## config.mk

```make
export PLATFORM = sky130hd
export DESIGN_NAME = slt_tx_top
export DESIGN_NICKNAME = d
export VERILOG_FILES = /design/src/design/slt_pkg.sv /design/src/design/slt_char_if.sv /design/src/design/slt_sync2.sv /design/src/design/slt_shifter.sv /design/src/design/slt_tx_top.sv
export VERILOG_INCLUDE_DIRS = /design/src /design/src/design
export SDC_FILE = /design/constraint.sdc
export NUM_CORES = 1
export LEC_CHECK = 0
export CORE_MARGIN = 4
export CORE_UTILIZATION = 65
export CTS_CLUSTER_SIZE = 30
export DETAILED_ROUTE_END_ITERATION = 12
export DONT_BUFFER_PORTS = 1
export PLACE_DENSITY_LB_ADDON = 0.1
export SLEW_MARGIN = 40
export SYNTH_ARGS = -nofsm -noshare
export SYNTH_HDL_FRONTEND = slang
export SYNTH_SLANG_ARGS = --single-unit
```

## constraint.sdc

```tcl
create_clock -name clock_i -period 12.5 [get_ports clock_i]
set_input_delay 0 -clock clock_i [delete_from_list [all_inputs] [get_ports clock_i]]
set_output_delay 0 -clock clock_i [all_outputs]
set_load 0.01 [all_outputs]
```

## src/design/slt_regs.svh

```systemverilog
// Timing counts and code constants of the serial link transmitter
`ifndef SLT_REGS_SVH
`define SLT_REGS_SVH

// ==========================================
// Clocking
`define SLT_CLK_PERIOD_NS 20
`define SLT_BITS_PER_CHAR 10
`define SLT_BIT_CNT_W 4
`define SLT_BIT_CNT_LAST 4'h9
`define SLT_BWC_LEAD 4'h8

// ==========================================
// Read pulse duty
`define SLT_RP_LOW_PCT 60
`define SLT_RP_LOW_CYCLES ((`SLT_RP_LOW_PCT * `SLT_BITS_PER_CHAR) / 100)

// ==========================================
// Characters, written a first (MSB) to j last (LSB)
`define SLT_K28_5_BYTE 8'hBC
`define SLT_K28_X 5'h1C
`define SLT_K28_6B 6'h0F
`define SLT_ALT_4B 4'h7
`define SLT_VIOL_CODE 10'h0F1
`define SLT_RESET_RD 1'b0

`endif

```

## src/design/slt_pkg.sv

```systemverilog
// Types of the serial link transmitter
package slt_pkg;

	typedef enum logic {
		SLT_ENCODED = 1'b0,
		SLT_BYPASS = 1'b1
	} slt_mode_t;

	typedef struct packed {
		logic pad;
		slt_mode_t mode;
		logic ctx;
		logic viol;
		logic [7:0] data;
	} slt_inword_t;

endpackage

```

## src/design/slt_char_if.sv

```systemverilog
// Character hand-off between word logic and output shifter
`timescale 1ns/1ps
interface slt_char_if;
	logic load;
	logic [9:0] char_lsb_first;
	logic ser_bit;

	modport src (
		output load,
		output char_lsb_first,
		input ser_bit
	);

	modport shf (
		input load,
		input char_lsb_first,
		output ser_bit
	);
endinterface

```

## src/design/slt_sync2.sv

```systemverilog
// Two-stage synchroniser for static control pins
`timescale 1ns/1ps
module slt_sync2 #(
	parameter int W = 2
) (
	// Clock and reset
	input wire logic clock_i,
	input wire logic arst_n_i,
	// Data
	input wire logic [W-1:0] async_i,
	output logic [W-1:0] sync_o
);

	logic [W-1:0] stage1;

	// ==========================================
	// Stage one feeds stage two only
	genvar g;
	generate
		for (g = 0; g < W; g++) begin : g_bit
			always_ff @(posedge clock_i or negedge arst_n_i) begin
				if (!arst_n_i) begin
					stage1[g] <= 1'b0;
					sync_o[g] <= 1'b0;
				end else begin
					stage1[g] <= async_i[g];
					sync_o[g] <= stage1[g];
				end
			end
		end
	endgenerate

endmodule

```

## src/design/slt_shifter.sv

```systemverilog
// Ten-bit output shifter, bit a leaves first
`timescale 1ns/1ps
module slt_shifter (
	// Clock and reset
	input wire logic clock_i,
	input wire logic arst_n_i,
	// Character port
	slt_char_if.shf ch
);

	logic [9:0] sh;

	// ==========================================
	// Load on byte edge, then one bit per clock
	always_ff @(posedge clock_i or negedge arst_n_i) begin
		if (!arst_n_i) begin
			sh <= 10'h000;
		end else if (ch.load) begin
			sh <= ch.char_lsb_first;
		end else begin
			sh <= {1'b0, sh[9:1]};
		end
	end

	assign ch.ser_bit = sh[0];

endmodule

```

## src/design/slt_tx_top.sv

```systemverilog
// Serial link transmitter: input register, 8B/10B encoder, pads, outputs
`timescale 1ns/1ps
`include "slt_regs.svh"

// Contract
// - Input word captured into input register on byte write clock edge, both modes.
// - Word accepted only when at least one active-low strobe is low.
// - Read pulse low about 60% of each byte while early strobe is low.
// - Encoded mode: eight data, context and violation bits become ten-bit code.
// - Context low selects data set, high selects special set.
// - Special C0.7 or violation request produces a violation symbol.
// - Bypass: ten inputs sent raw, context first bit, violation last.
// - Held character moves to shifter on next byte edge, one bit per clock.
// - First bit appears on every pair not held by kill one clock after the byte edge of the transfer.
// - Both strobes high at byte edge sends a K28.5 pad.
// - Bypass: first pad disparity may be wrong, following pads correct.
// - All three pairs carry the same stream except under kill.
// - Kill holds first and second pairs true low, complement high.
// - All-zero bypass characters drive serial outputs low continuously.
// - Bit rate is ten times the byte rate, one character per byte.
module slt_tx_top (
	// Clock and reset
	input wire logic clock_i,
	input wire logic arst_n_i,
	// Host parallel word
	input wire logic [7:0] data_i,
	input wire logic char_context_i,
	input wire logic violation_request_i,
	input wire logic input_strobe_early_n_i,
	input wire logic input_strobe_next_n_i,
	// Static control pins
	input wire logic bypass_mode_i,
	input wire logic output_kill_i,
	// Host timing
	output logic byte_write_clock_o,
	output logic fifo_read_pulse_n_o,
	// Serial pairs
	output logic serial_pair_first_p_o,
	output logic serial_pair_first_n_o,
	output logic serial_pair_second_p_o,
	output logic serial_pair_second_n_o,
	output logic serial_pair_third_p_o,
	output logic serial_pair_third_n_o
);

	// ==========================================
	// Declarations
	logic [`SLT_BIT_CNT_W-1:0] bit_cnt;
	logic byte_edge;
	logic [1:0] pins_sync;
	logic mode_bypass;
	logic kill;
	slt_pkg::slt_inword_t in_reg;
	logic word_taken;
	logic rd;
	logic [9:0] enc_code;
	logic enc_rd;
	logic [9:0] next_code;
	logic next_rd;
	logic [9:0] code_lsb_first;
	slt_char_if ch ();

	// ==========================================
	// 5b/6b data table, RD- column, abcdei
	function automatic logic [5:0] tab6(input logic [4:0] x);
		logic [5:0] c;
		c = 6'h00;
		case (x)
			5'h00: c = 6'h27;
			5'h01: c = 6'h1D;
			5'h02: c = 6'h2D;
			5'h03: c = 6'h31;
			5'h04: c = 6'h35;
			5'h05: c = 6'h29;
			5'h06: c = 6'h19;
			5'h07: c = 6'h38;
			5'h08: c = 6'h39;
			5'h09: c = 6'h25;
			5'h0A: c = 6'h15;
			5'h0B: c = 6'h34;
			5'h0C: c = 6'h0D;
			5'h0D: c = 6'h2C;
			5'h0E: c = 6'h1C;
			5'h0F: c = 6'h17;
			5'h10: c = 6'h1B;
			5'h11: c = 6'h23;
			5'h12: c = 6'h13;
			5'h13: c = 6'h32;
			5'h14: c = 6'h0B;
			5'h15: c = 6'h2A;
			5'h16: c = 6'h1A;
			5'h17: c = 6'h3A;
			5'h18: c = 6'h33;
			5'h19: c = 6'h26;
			5'h1A: c = 6'h16;
			5'h1B: c = 6'h36;
			5'h1C: c = 6'h0E;
			5'h1D: c = 6'h2E;
			5'h1E: c = 6'h1E;
			default: c = 6'h2B;
		endcase
		return c;
	endfunction

	// ==========================================
	// 3b/4b table, RD- column, fghj
	function automatic logic [3:0] tab4(input logic [2:0] y);
		logic [3:0] c;
		c = 4'h0;
		case (y)
			3'h0: c = 4'hB;
			3'h1: c = 4'h9;
			3'h2: c = 4'h5;
			3'h3: c = 4'hC;
			3'h4: c = 4'hD;
			3'h5: c = 4'hA;
			3'h6: c = 4'h6;
			default: c = 4'hE;
		endcase
		return c;
	endfunction

	// ==========================================
	// Byte divider; byte_edge is the byte write clock edge
	always_ff @(posedge clock_i or negedge arst_n_i) begin
		if (!arst_n_i) begin
			bit_cnt <= '0;
		end else if (byte_edge) begin
			bit_cnt <= '0;
		end else begin
			bit_cnt <= bit_cnt + 4'h1;
		end
	end

	assign byte_edge = (bit_cnt == `SLT_BIT_CNT_LAST);

	// Registered from count 8, so the host sees the pulse in the same cycle as the capture
	always_ff @(posedge clock_i or negedge arst_n_i) begin
		if (!arst_n_i) begin
			byte_write_clock_o <= 1'b0;
		end else begin
			byte_write_clock_o <= (bit_cnt == `SLT_BWC_LEAD);
		end
	end

	// ==========================================
	// Read pulse: low for the first part of each byte
	always_ff @(posedge clock_i or negedge arst_n_i) begin
		if (!arst_n_i) begin
			fifo_read_pulse_n_o <= 1'b1;
		end else if (input_strobe_early_n_i) begin
			fifo_read_pulse_n_o <= 1'b1;
		end else if (byte_edge) begin
			fifo_read_pulse_n_o <= 1'b0;
		end else begin
			fifo_read_pulse_n_o <= (bit_cnt >= 4'(`SLT_RP_LOW_CYCLES - 1));
		end
	end

	// ==========================================
	// Static pins pass a synchroniser
	slt_sync2 #(
		.W(2)
	) u_sync (
		.clock_i(clock_i),
		.arst_n_i(arst_n_i),
		.async_i({bypass_mode_i, output_kill_i}),
		.sync_o(pins_sync)
	);

	assign mode_bypass = pins_sync[1];
	assign kill = pins_sync[0];

	// ==========================================
	// Input register
	assign word_taken = !input_strobe_early_n_i || !input_strobe_next_n_i;

	always_ff @(posedge clock_i or negedge arst_n_i) begin
		if (!arst_n_i) begin
			in_reg.pad <= 1'b1;
			in_reg.mode <= slt_pkg::SLT_ENCODED;
			in_reg.ctx <= 1'b1;
			in_reg.viol <= 1'b0;
			in_reg.data <= `SLT_K28_5_BYTE;
		end else if (byte_edge) begin
			in_reg.mode <= mode_bypass ? slt_pkg::SLT_BYPASS : slt_pkg::SLT_ENCODED;
			if (word_taken) begin
				in_reg.pad <= 1'b0;
				in_reg.ctx <= char_context_i;
				in_reg.viol <= violation_request_i;
				in_reg.data <= data_i;
			end else begin
				in_reg.pad <= 1'b1;
				in_reg.ctx <= 1'b1;
				in_reg.viol <= 1'b0;
				in_reg.data <= `SLT_K28_5_BYTE;
			end
		end
	end

	// ==========================================
	// 8B/10B encoder
	always_comb begin
		logic [4:0] x;
		logic [2:0] y;
		logic k;
		logic k28;
		logic k_ok;
		logic [5:0] c6;
		logic [3:0] c4;
		logic unbal6;
		logic unbal4;
		logic rd_mid;
		logic alt;
		logic inv4;
		k28 = 1'b0;
		k_ok = 1'b0;
		c6 = 6'h00;
		c4 = 4'h0;
		unbal6 = 1'b0;
		unbal4 = 1'b0;
		rd_mid = 1'b0;
		alt = 1'b0;
		inv4 = 1'b0;
		x = in_reg.data[4:0];
		y = in_reg.data[7:5];
		k = in_reg.ctx;
		k28 = k && (x == `SLT_K28_X);
		k_ok = k28 || (k && (y == 3'h7) &&
			(x == 5'h17 || x == 5'h1B || x == 5'h1D || x == 5'h1E));
		c6 = k28 ? `SLT_K28_6B : tab6(x);
		unbal6 = ($countones(c6) != 3);
		if (rd && (unbal6 || (!k && x == 5'h07))) begin
			c6 = ~c6;
		end
		rd_mid = rd ^ unbal6;
		alt = (y == 3'h7) && (k || (!rd_mid && (x == 5'h11 || x == 5'h12 || x == 5'h14))
			|| (rd_mid && (x == 5'h0B || x == 5'h0D || x == 5'h0E)));
		c4 = alt ? `SLT_ALT_4B : tab4(y);
		unbal4 = ($countones(c4) != 2);
		inv4 = rd_mid && (unbal4 || y == 3'h3);
		if (k28 && !unbal4 && y != 3'h3) begin
			inv4 = !rd_mid;
		end
		c4 = inv4 ? ~c4 : c4;
		enc_code = {c6, c4};
		enc_rd = rd_mid ^ unbal4;
		// Violation is balanced so disparity carries through unchanged
		if (in_reg.viol || (k && !k_ok)) begin
			enc_code = rd ? ~`SLT_VIOL_CODE : `SLT_VIOL_CODE;
			enc_rd = rd;
		end
	end

	// ==========================================
	// Mode selection of the outgoing character
	always_comb begin
		next_code = enc_code;
		next_rd = enc_rd;
		if (in_reg.mode == slt_pkg::SLT_BYPASS && !in_reg.pad) begin
			// Raw character; disparity is not tracked, so a first pad may be off
			next_code = {in_reg.ctx, in_reg.data[0], in_reg.data[1], in_reg.data[2],
				in_reg.data[3], in_reg.data[4], in_reg.data[5], in_reg.data[6],
				in_reg.data[7], in_reg.viol};
			next_rd = rd;
		end
	end

	always_ff @(posedge clock_i or negedge arst_n_i) begin
		if (!arst_n_i) begin
			rd <= `SLT_RESET_RD;
		end else if (byte_edge) begin
			rd <= next_rd;
		end
	end

	// ==========================================
	// Hand-off to shifter, bit a first
	genvar g;
	generate
		for (g = 0; g < `SLT_BITS_PER_CHAR; g++) begin : g_rev
			assign code_lsb_first[g] = next_code[`SLT_BITS_PER_CHAR-1-g];
		end
	endgenerate

	assign ch.load = byte_edge;
	assign ch.char_lsb_first = code_lsb_first;

	slt_shifter u_shifter (
		.clock_i(clock_i),
		.arst_n_i(arst_n_i),
		.ch(ch)
	);

	// ==========================================
	// Output pairs, registered from the shifter bit
	always_ff @(posedge clock_i or negedge arst_n_i) begin
		if (!arst_n_i) begin
			serial_pair_third_p_o <= 1'b0;
			serial_pair_third_n_o <= 1'b1;
		end else begin
			serial_pair_third_p_o <= ch.ser_bit;
			serial_pair_third_n_o <= !ch.ser_bit;
		end
	end

	// Kill forces only the first two; third stays as diagnostic feedback
	always_ff @(posedge clock_i or negedge arst_n_i) begin
		if (!arst_n_i) begin
			serial_pair_first_p_o <= 1'b0;
			serial_pair_first_n_o <= 1'b1;
			serial_pair_second_p_o <= 1'b0;
			serial_pair_second_n_o <= 1'b1;
		end else if (kill) begin
			serial_pair_first_p_o <= 1'b0;
			serial_pair_first_n_o <= 1'b1;
			serial_pair_second_p_o <= 1'b0;
			serial_pair_second_n_o <= 1'b1;
		end else begin
			serial_pair_first_p_o <= ch.ser_bit;
			serial_pair_first_n_o <= !ch.ser_bit;
			serial_pair_second_p_o <= ch.ser_bit;
			serial_pair_second_n_o <= !ch.ser_bit;
		end
	end

endmodule

```

Word-level counts from Yosys, hierarchy flattened --
Memories as Yosys holds them, arrays and structs flattened. Cells that the tools add are included. W data, S select, Z words.
Storage, ports and cells: bits in registers 37, latch bits 0, memory bits (writable) 0, bits in read-only memories 192, bits of input ports 16, memories kept 1
Memories:
- (no name shown) | words 32, bits a word 6, read ports 1, clocked after memory_dff 0, write ports 0, line slt_tx_top.sv:68 | case (x)
Cells by class: add/sub/neg operators 9, multipliers 0, divide/modulo/power cells 0, $lt $le $gt $ge 1, equal/unequal tests 24, shift-type cells 0, muxes and demuxes 18, bitwise operators 6, reductions and logical operators 37
Operator list (number):
- $mux W10 | 5
- $eq A5 B5 Y1 const B | 8
- $pmux W4 S7 | 1
- $eq A5 B4 Y1 const B | 3
- $logic_or A1 B1 Y1 | 14
- $logic_and A1 B1 Y1 | 13
- $eq A3 B3 Y1 const B | 4
- $mux W4 | 3
- $mux W6 | 2
- $add A1 B1 Y2 | 5
- $eq A4 B4 Y1 const B | 2
- $logic_not A1 Y1 | 8
- $mux W1 | 7
- $add A2 B2 Y3 | 2
- $eq A3 B2 Y1 const B | 2
- $ne A3 B2 Y1 const B | 2
- $not A6 Y6 | 1
- $eq A5 B3 Y1 const B | 1
- $add A3 B2 Y4 | 1
- $add A4 B1 Y4 const B | 1
- $ge A4 B3 Y1 const B | 1
- $ne A4 B2 Y1 const B | 1
- $not A4 Y4 | 1
- $eq A3 B1 Y1 const B | 1
- other kinds (4) | 6

Logic depth before layout (Yosys ltp) --
depth after elaboration 25, gate-level depth with buffers 27, depth with buffers taken out 27

By module --
From an unflattened synthesis, not the netlist that was laid out.
Unflattened totals: cell total of the unflattened synthesis 252, area total of the unflattened synthesis 2454.9 um2
Modules (own cells, without submodules):
- slt_tx_top | times used 1, cells an instance 227, area an instance 1950.6 um2, sequential area each 588.1 um2
- slt_shifter | times used 1, cells an instance 21, area an instance 404.1 um2, sequential area each 250.2 um2
- slt_sync2 | times used 1, cells an instance 4, area an instance 100.1 um2, sequential area each 100.1 um2

Worst setup path before layout --
Ideal clock, no wire load.
path type register to register, start point register in_reg[0] in the netlist's numbering, end point register u_shifter.sh[8], arrival 6292 ps, data required time 12374 ps, setup slack 6082 ps, cell stages (with the launch flop) 27, buffers on the path 0, period minus slack after synthesis 6418 ps, path through dfrtp_1 inv_1 ha_1 nand4_1 nand2_1 o32a_1 fa_1 inv_1 fa_1 inv_1 ha_1 inv_1 fa_1 nand3b_1 xor2_2 mux2i_2 a211oi_2 fa_1 inv_1 ha_1 ha_1 nor3b_1 nand4b_1 mux2i_4 xor2_1 nand2_1 a221o_1
Between the ends: longest elaborated chain between the ends 25, elaborated cells between the ends (all ways) 55, classes of those cells add/sub (8); eq/ne (13); mux (7); bitwise (2); reduce/logical (24); memory (1)
RTL lines:
- start, declared | line slt_tx_top.sv:53 | slt_pkg::slt_inword_t in_reg;
- parallel branches: the longest is 22 deep, another holds $mem_v2 Z32 W6
- $mux W10 * | line slt_tx_top.sv:249 | if (in_reg.viol || (k && !k_ok)) begin
- $mux W10 * | line slt_tx_top.sv:260 | if (in_reg.mode == slt_pkg::SLT_BYPASS && !in_reg.pad) begin
- $mux W10 * | line slt_shifter.sv:18 | end else if (ch.load) begin
- end signal, assigned | line slt_shifter.sv:19 | sh <= ch.char_lsb_first;
- end signal, assigned | line slt_shifter.sv:21 | sh <= {1'b0, sh[9:1]};
- end, declared | line slt_shifter.sv:11 | logic [9:0] sh;
Every way passes the cells marked *. A chain may end at the register's enable or synchronous reset.

Final worst setup path --
start point register in_reg[1] in the netlist's numbering, end point register u_shifter.sh[8]
Same word-level chain as after synthesis.

==> flow_summary.ini <==
[timing]
finalSetupViolCount = 0
tightest_slew_ns = 0.643
setup_ws_ns = 5.27
final_hold_viol_count = 0
fmax_ghz = 0.138
fin_tns_setup_ns = 0
timing.final.crit_share_pct = 57.8
relSlewSlack_pct = 57.2
slew_violations = 0
finClkSkew_ns = 0.00339
rsz0062_at_grt = false
post-route-min-period_ns = 7.23

[die]
placementRows = 21
die_x_um = 69.1
die-area_um2 = 4780
die_h_um = 69.1
coreArea_um2 = 3470
pin_count = 24
initial_core_util_pct = 70.0

[routing]
dr_wl_met3_um = 295
wl_met2_um = 2870
first_iter_violations = 149
top_layer_used = met4
wl_met1_um = 2240
vias = 1918
wirelength_um = 5460
wl_per_cell_um = 17.7
ant_nets = 0
route.detailed.drc = 0
via_per_inst = 6.23
drtPass1Iterations = 5

[global_route]
antenna_found_initial = 0
overflow = 0
grt_start_max_net_pins = 38
grt_pass1_wl_um = 9490
grt_pass1_vias = 1923
grt_usage_pct = 24.3

[synth]
synth_area_leaders = dfrtp_1 (28%), dfstp_2 (11%), ha_1 (5.7%)
synth_cell_types = 58
avgSynthCellArea_um2 = 9.52
synth_common_cells = dfrtp_1 (27), nand2_1 (22), inv_1 (18), a21oi_1 (15), nor2_1 (15)
synth.most_common_cell = dfrtp_1
ys.flop_type = dfrtp_1
synth_cells = 255
seq_area_frac_synth_pct = 38.7
synth_edf_count = 0
postSynthRegisterBits = 37
synth_top_area_share_pct = 27.8
syn-cell-area_um2 = 2430
syn-num-nets = 286
synthArstFlopShare_pct = 100
synth_area_leader_cell = dfrtp_1
synth_warnings = 0

[place]
dp.cells = 285
hpwl_um = 3810
gp_congestion = 0.869
dp_slack_ns = 5.32
io_buffers = 0

[power]
combPwrFrac_pct = 32.6
p_clk_share_pct = 30.6
p_leak_nw = 1.20
p_per_area_nw_per_um2 = 146
swShare_pct = 31.0
ir_drop_uv = 103
p_sw_mw = 0.122
seqPwrFrac_pct = 36.8
internal_power_mw = 0.271

[critical_path]
critPathBufInv = 5
crit_start = in_reg[1]
endpoint = u_shifter.sh[8]
r2r_end = u_shifter.sh[8]
slowest_delay_ns = 0.54
end_kind = flop
cp_top_family = adder cells
cp-start-kind = flop
path_max_fanout = 7
cp_num_cells = 26
critPathMostFrequentCell = inv_1
r2r_setup_slack_ns = 5.27
reg2reg_depth = 26
worst_path_max_delay_cell = fa_1
critPathKind = flop to flop
rr_startpoint = in_reg[1]
crit_required_ns = 12.67
crit_arrival_ns = 7.40

[finish]
fin_nets = 292
drive_gt1_share_pct = 12.6
syn_to_final_growth_pct = 11.1
insertedDiodeCount = 0
finalNonFillerCells = 308
largest_reg_flops = 12
nFillCells = 239

[clock_tree]
cts_htree_levels = 2
worstSkewPairLatency_ns = 0.28
cts_buffers = 5
clk_path_buf_depth = 2
cts_tree = done
clk_pin_slew_worst_paths_ns = 0.07
cts-root-buf = clkbuf_8
ctsResizeCount = 0
clkSinkCount = 37

[status]
status = completed

[hold_path]
hold_path_class = input port to flop

[run]
cap_violations = 0
cell families after synthesis:
kind of cell | count (synthesis) | synth area share (%)
xor gates and xnor gates | 15 | 5.72
buffers and inverters | 36 | 6.80
adders and majority gates | 15 | 8.97
AOI/OAI and AO/OA | 64 | 19.2
and+or+nand+nor | 82 | 17.4
DFF | 37 | 38.7
muxes | 6 | 3.30
timing repair:
item	CTS	global route
endpoints found under the hold margin	50	0
hold buffers	15	0
buffers inserted	0	0
worst min-delay path by stage:
stage	endpoint	start	cells after the start	slack (ns)
global placement	u_sync.stage1[1]	arst_n_i	0	-0.29
global route	in_reg[11]	input_strobe_next_n_i	2	0.03
CTS	in_reg[11]	input_strobe_next_n_i	2	0.04
finish	in_reg[11]	input_strobe_next_n_i	2	0.04
detailed placement	u_sync.stage1[1]	arst_n_i	0	-0.29
floorplan	bit_cnt[0]	arst_n_i	0	-0.30
final cells by class:
cell class | instances | area [um^2] | share of cell area, %
Multi-Input combinational cell | 182 | 1330 | 49.3
Sequential cell | 37 | 938 | 34.8
Timing Repair Buffer | 16 | 168 | 6.22
Inverter | 19 | 71.3 | 2.64
Clock buffer | 5 | 68.8 | 2.55
Clock inverter | 3 | 65.1 | 2.41
Tap cell | 46 | 57.6 | 2.13
placed cells by master (no fill, tap or decap), types with 2 or more instances in the layout:
cell / synthesis / layout
clkbuf_8: 0 / 5
dfrtp_1: 27 / 27
xor2_1: 7 / 7
and3_1: 4 / 4
nor3b_1: 2 / 2
a31oi_1: 2 / 2
and2_1: 2 / 2
xnor2_1: 7 / 7
nand2_1: 22 / 22
o211ai_1: 2 / 2
o221ai_1: 2 / 2
a211oi_1: 3 / 3
o32a_1: 3 / 3
nor2b_1: 4 / 4
nand3_1: 4 / 4
o31a_1: 2 / 2
inv_1: 18 / 18
o21a_1: 2 / 2
o22ai_1: 2 / 2
ha_1: 11 / 11
a21oi_1: 15 / 15
o22a_1: 2 / 2
o21ai_0: 13 / 13
fa_1: 4 / 4
nand3b_1: 2 / 2
nor3_1: 6 / 5
dfstp_2: 10 / 10
mux2_2: 3 / 3
bufinv_16: 0 / 2
nor2_1: 15 / 15
nand4_1: 2 / 2
or3_1: 3 / 3
dlygate4sd3_1: 0 / 14
nand2b_1: 11 / 11
a221o_1: 4 / 4
stage by stage:
stage / cell area (um^2) / hold WS (ns) / total power, mW / utilization [%]
after floorplan: 2430 / -0.296 / 0.247 / -
after global placement: 2400 / -0.295 / 0.260 / 69.3
after detailed placement: 2400 / -0.295 / 0.266 / 69.3
after CTS: 2700 / 0.0367 / 0.393 / 77.8
after global routing: 2700 / 0.0331 / 0.415 / 77.8
final: 2700 / 0.0402 / 0.393 / 77.8
power by group through the flow:
stage	Sequential, mW	Clock [mW]	Combinational [mW]
floorplan	0.138	0	0.109
global placement	0.146	0	0.114
detailed placement	0.146	0	0.120
CTS	0.144	0.121	0.128
global route	0.146	0.129	0.140
finish	0.145	0.120	0.128
metal layers:
metal	global-route usage, %	vias up
met4	5.21	0
met1	32.2	944
met3	5.09	7
met5	0	-
met2	41.0	69
li1	-	898
Note: power is estimated with default switching activity, not from simulation.
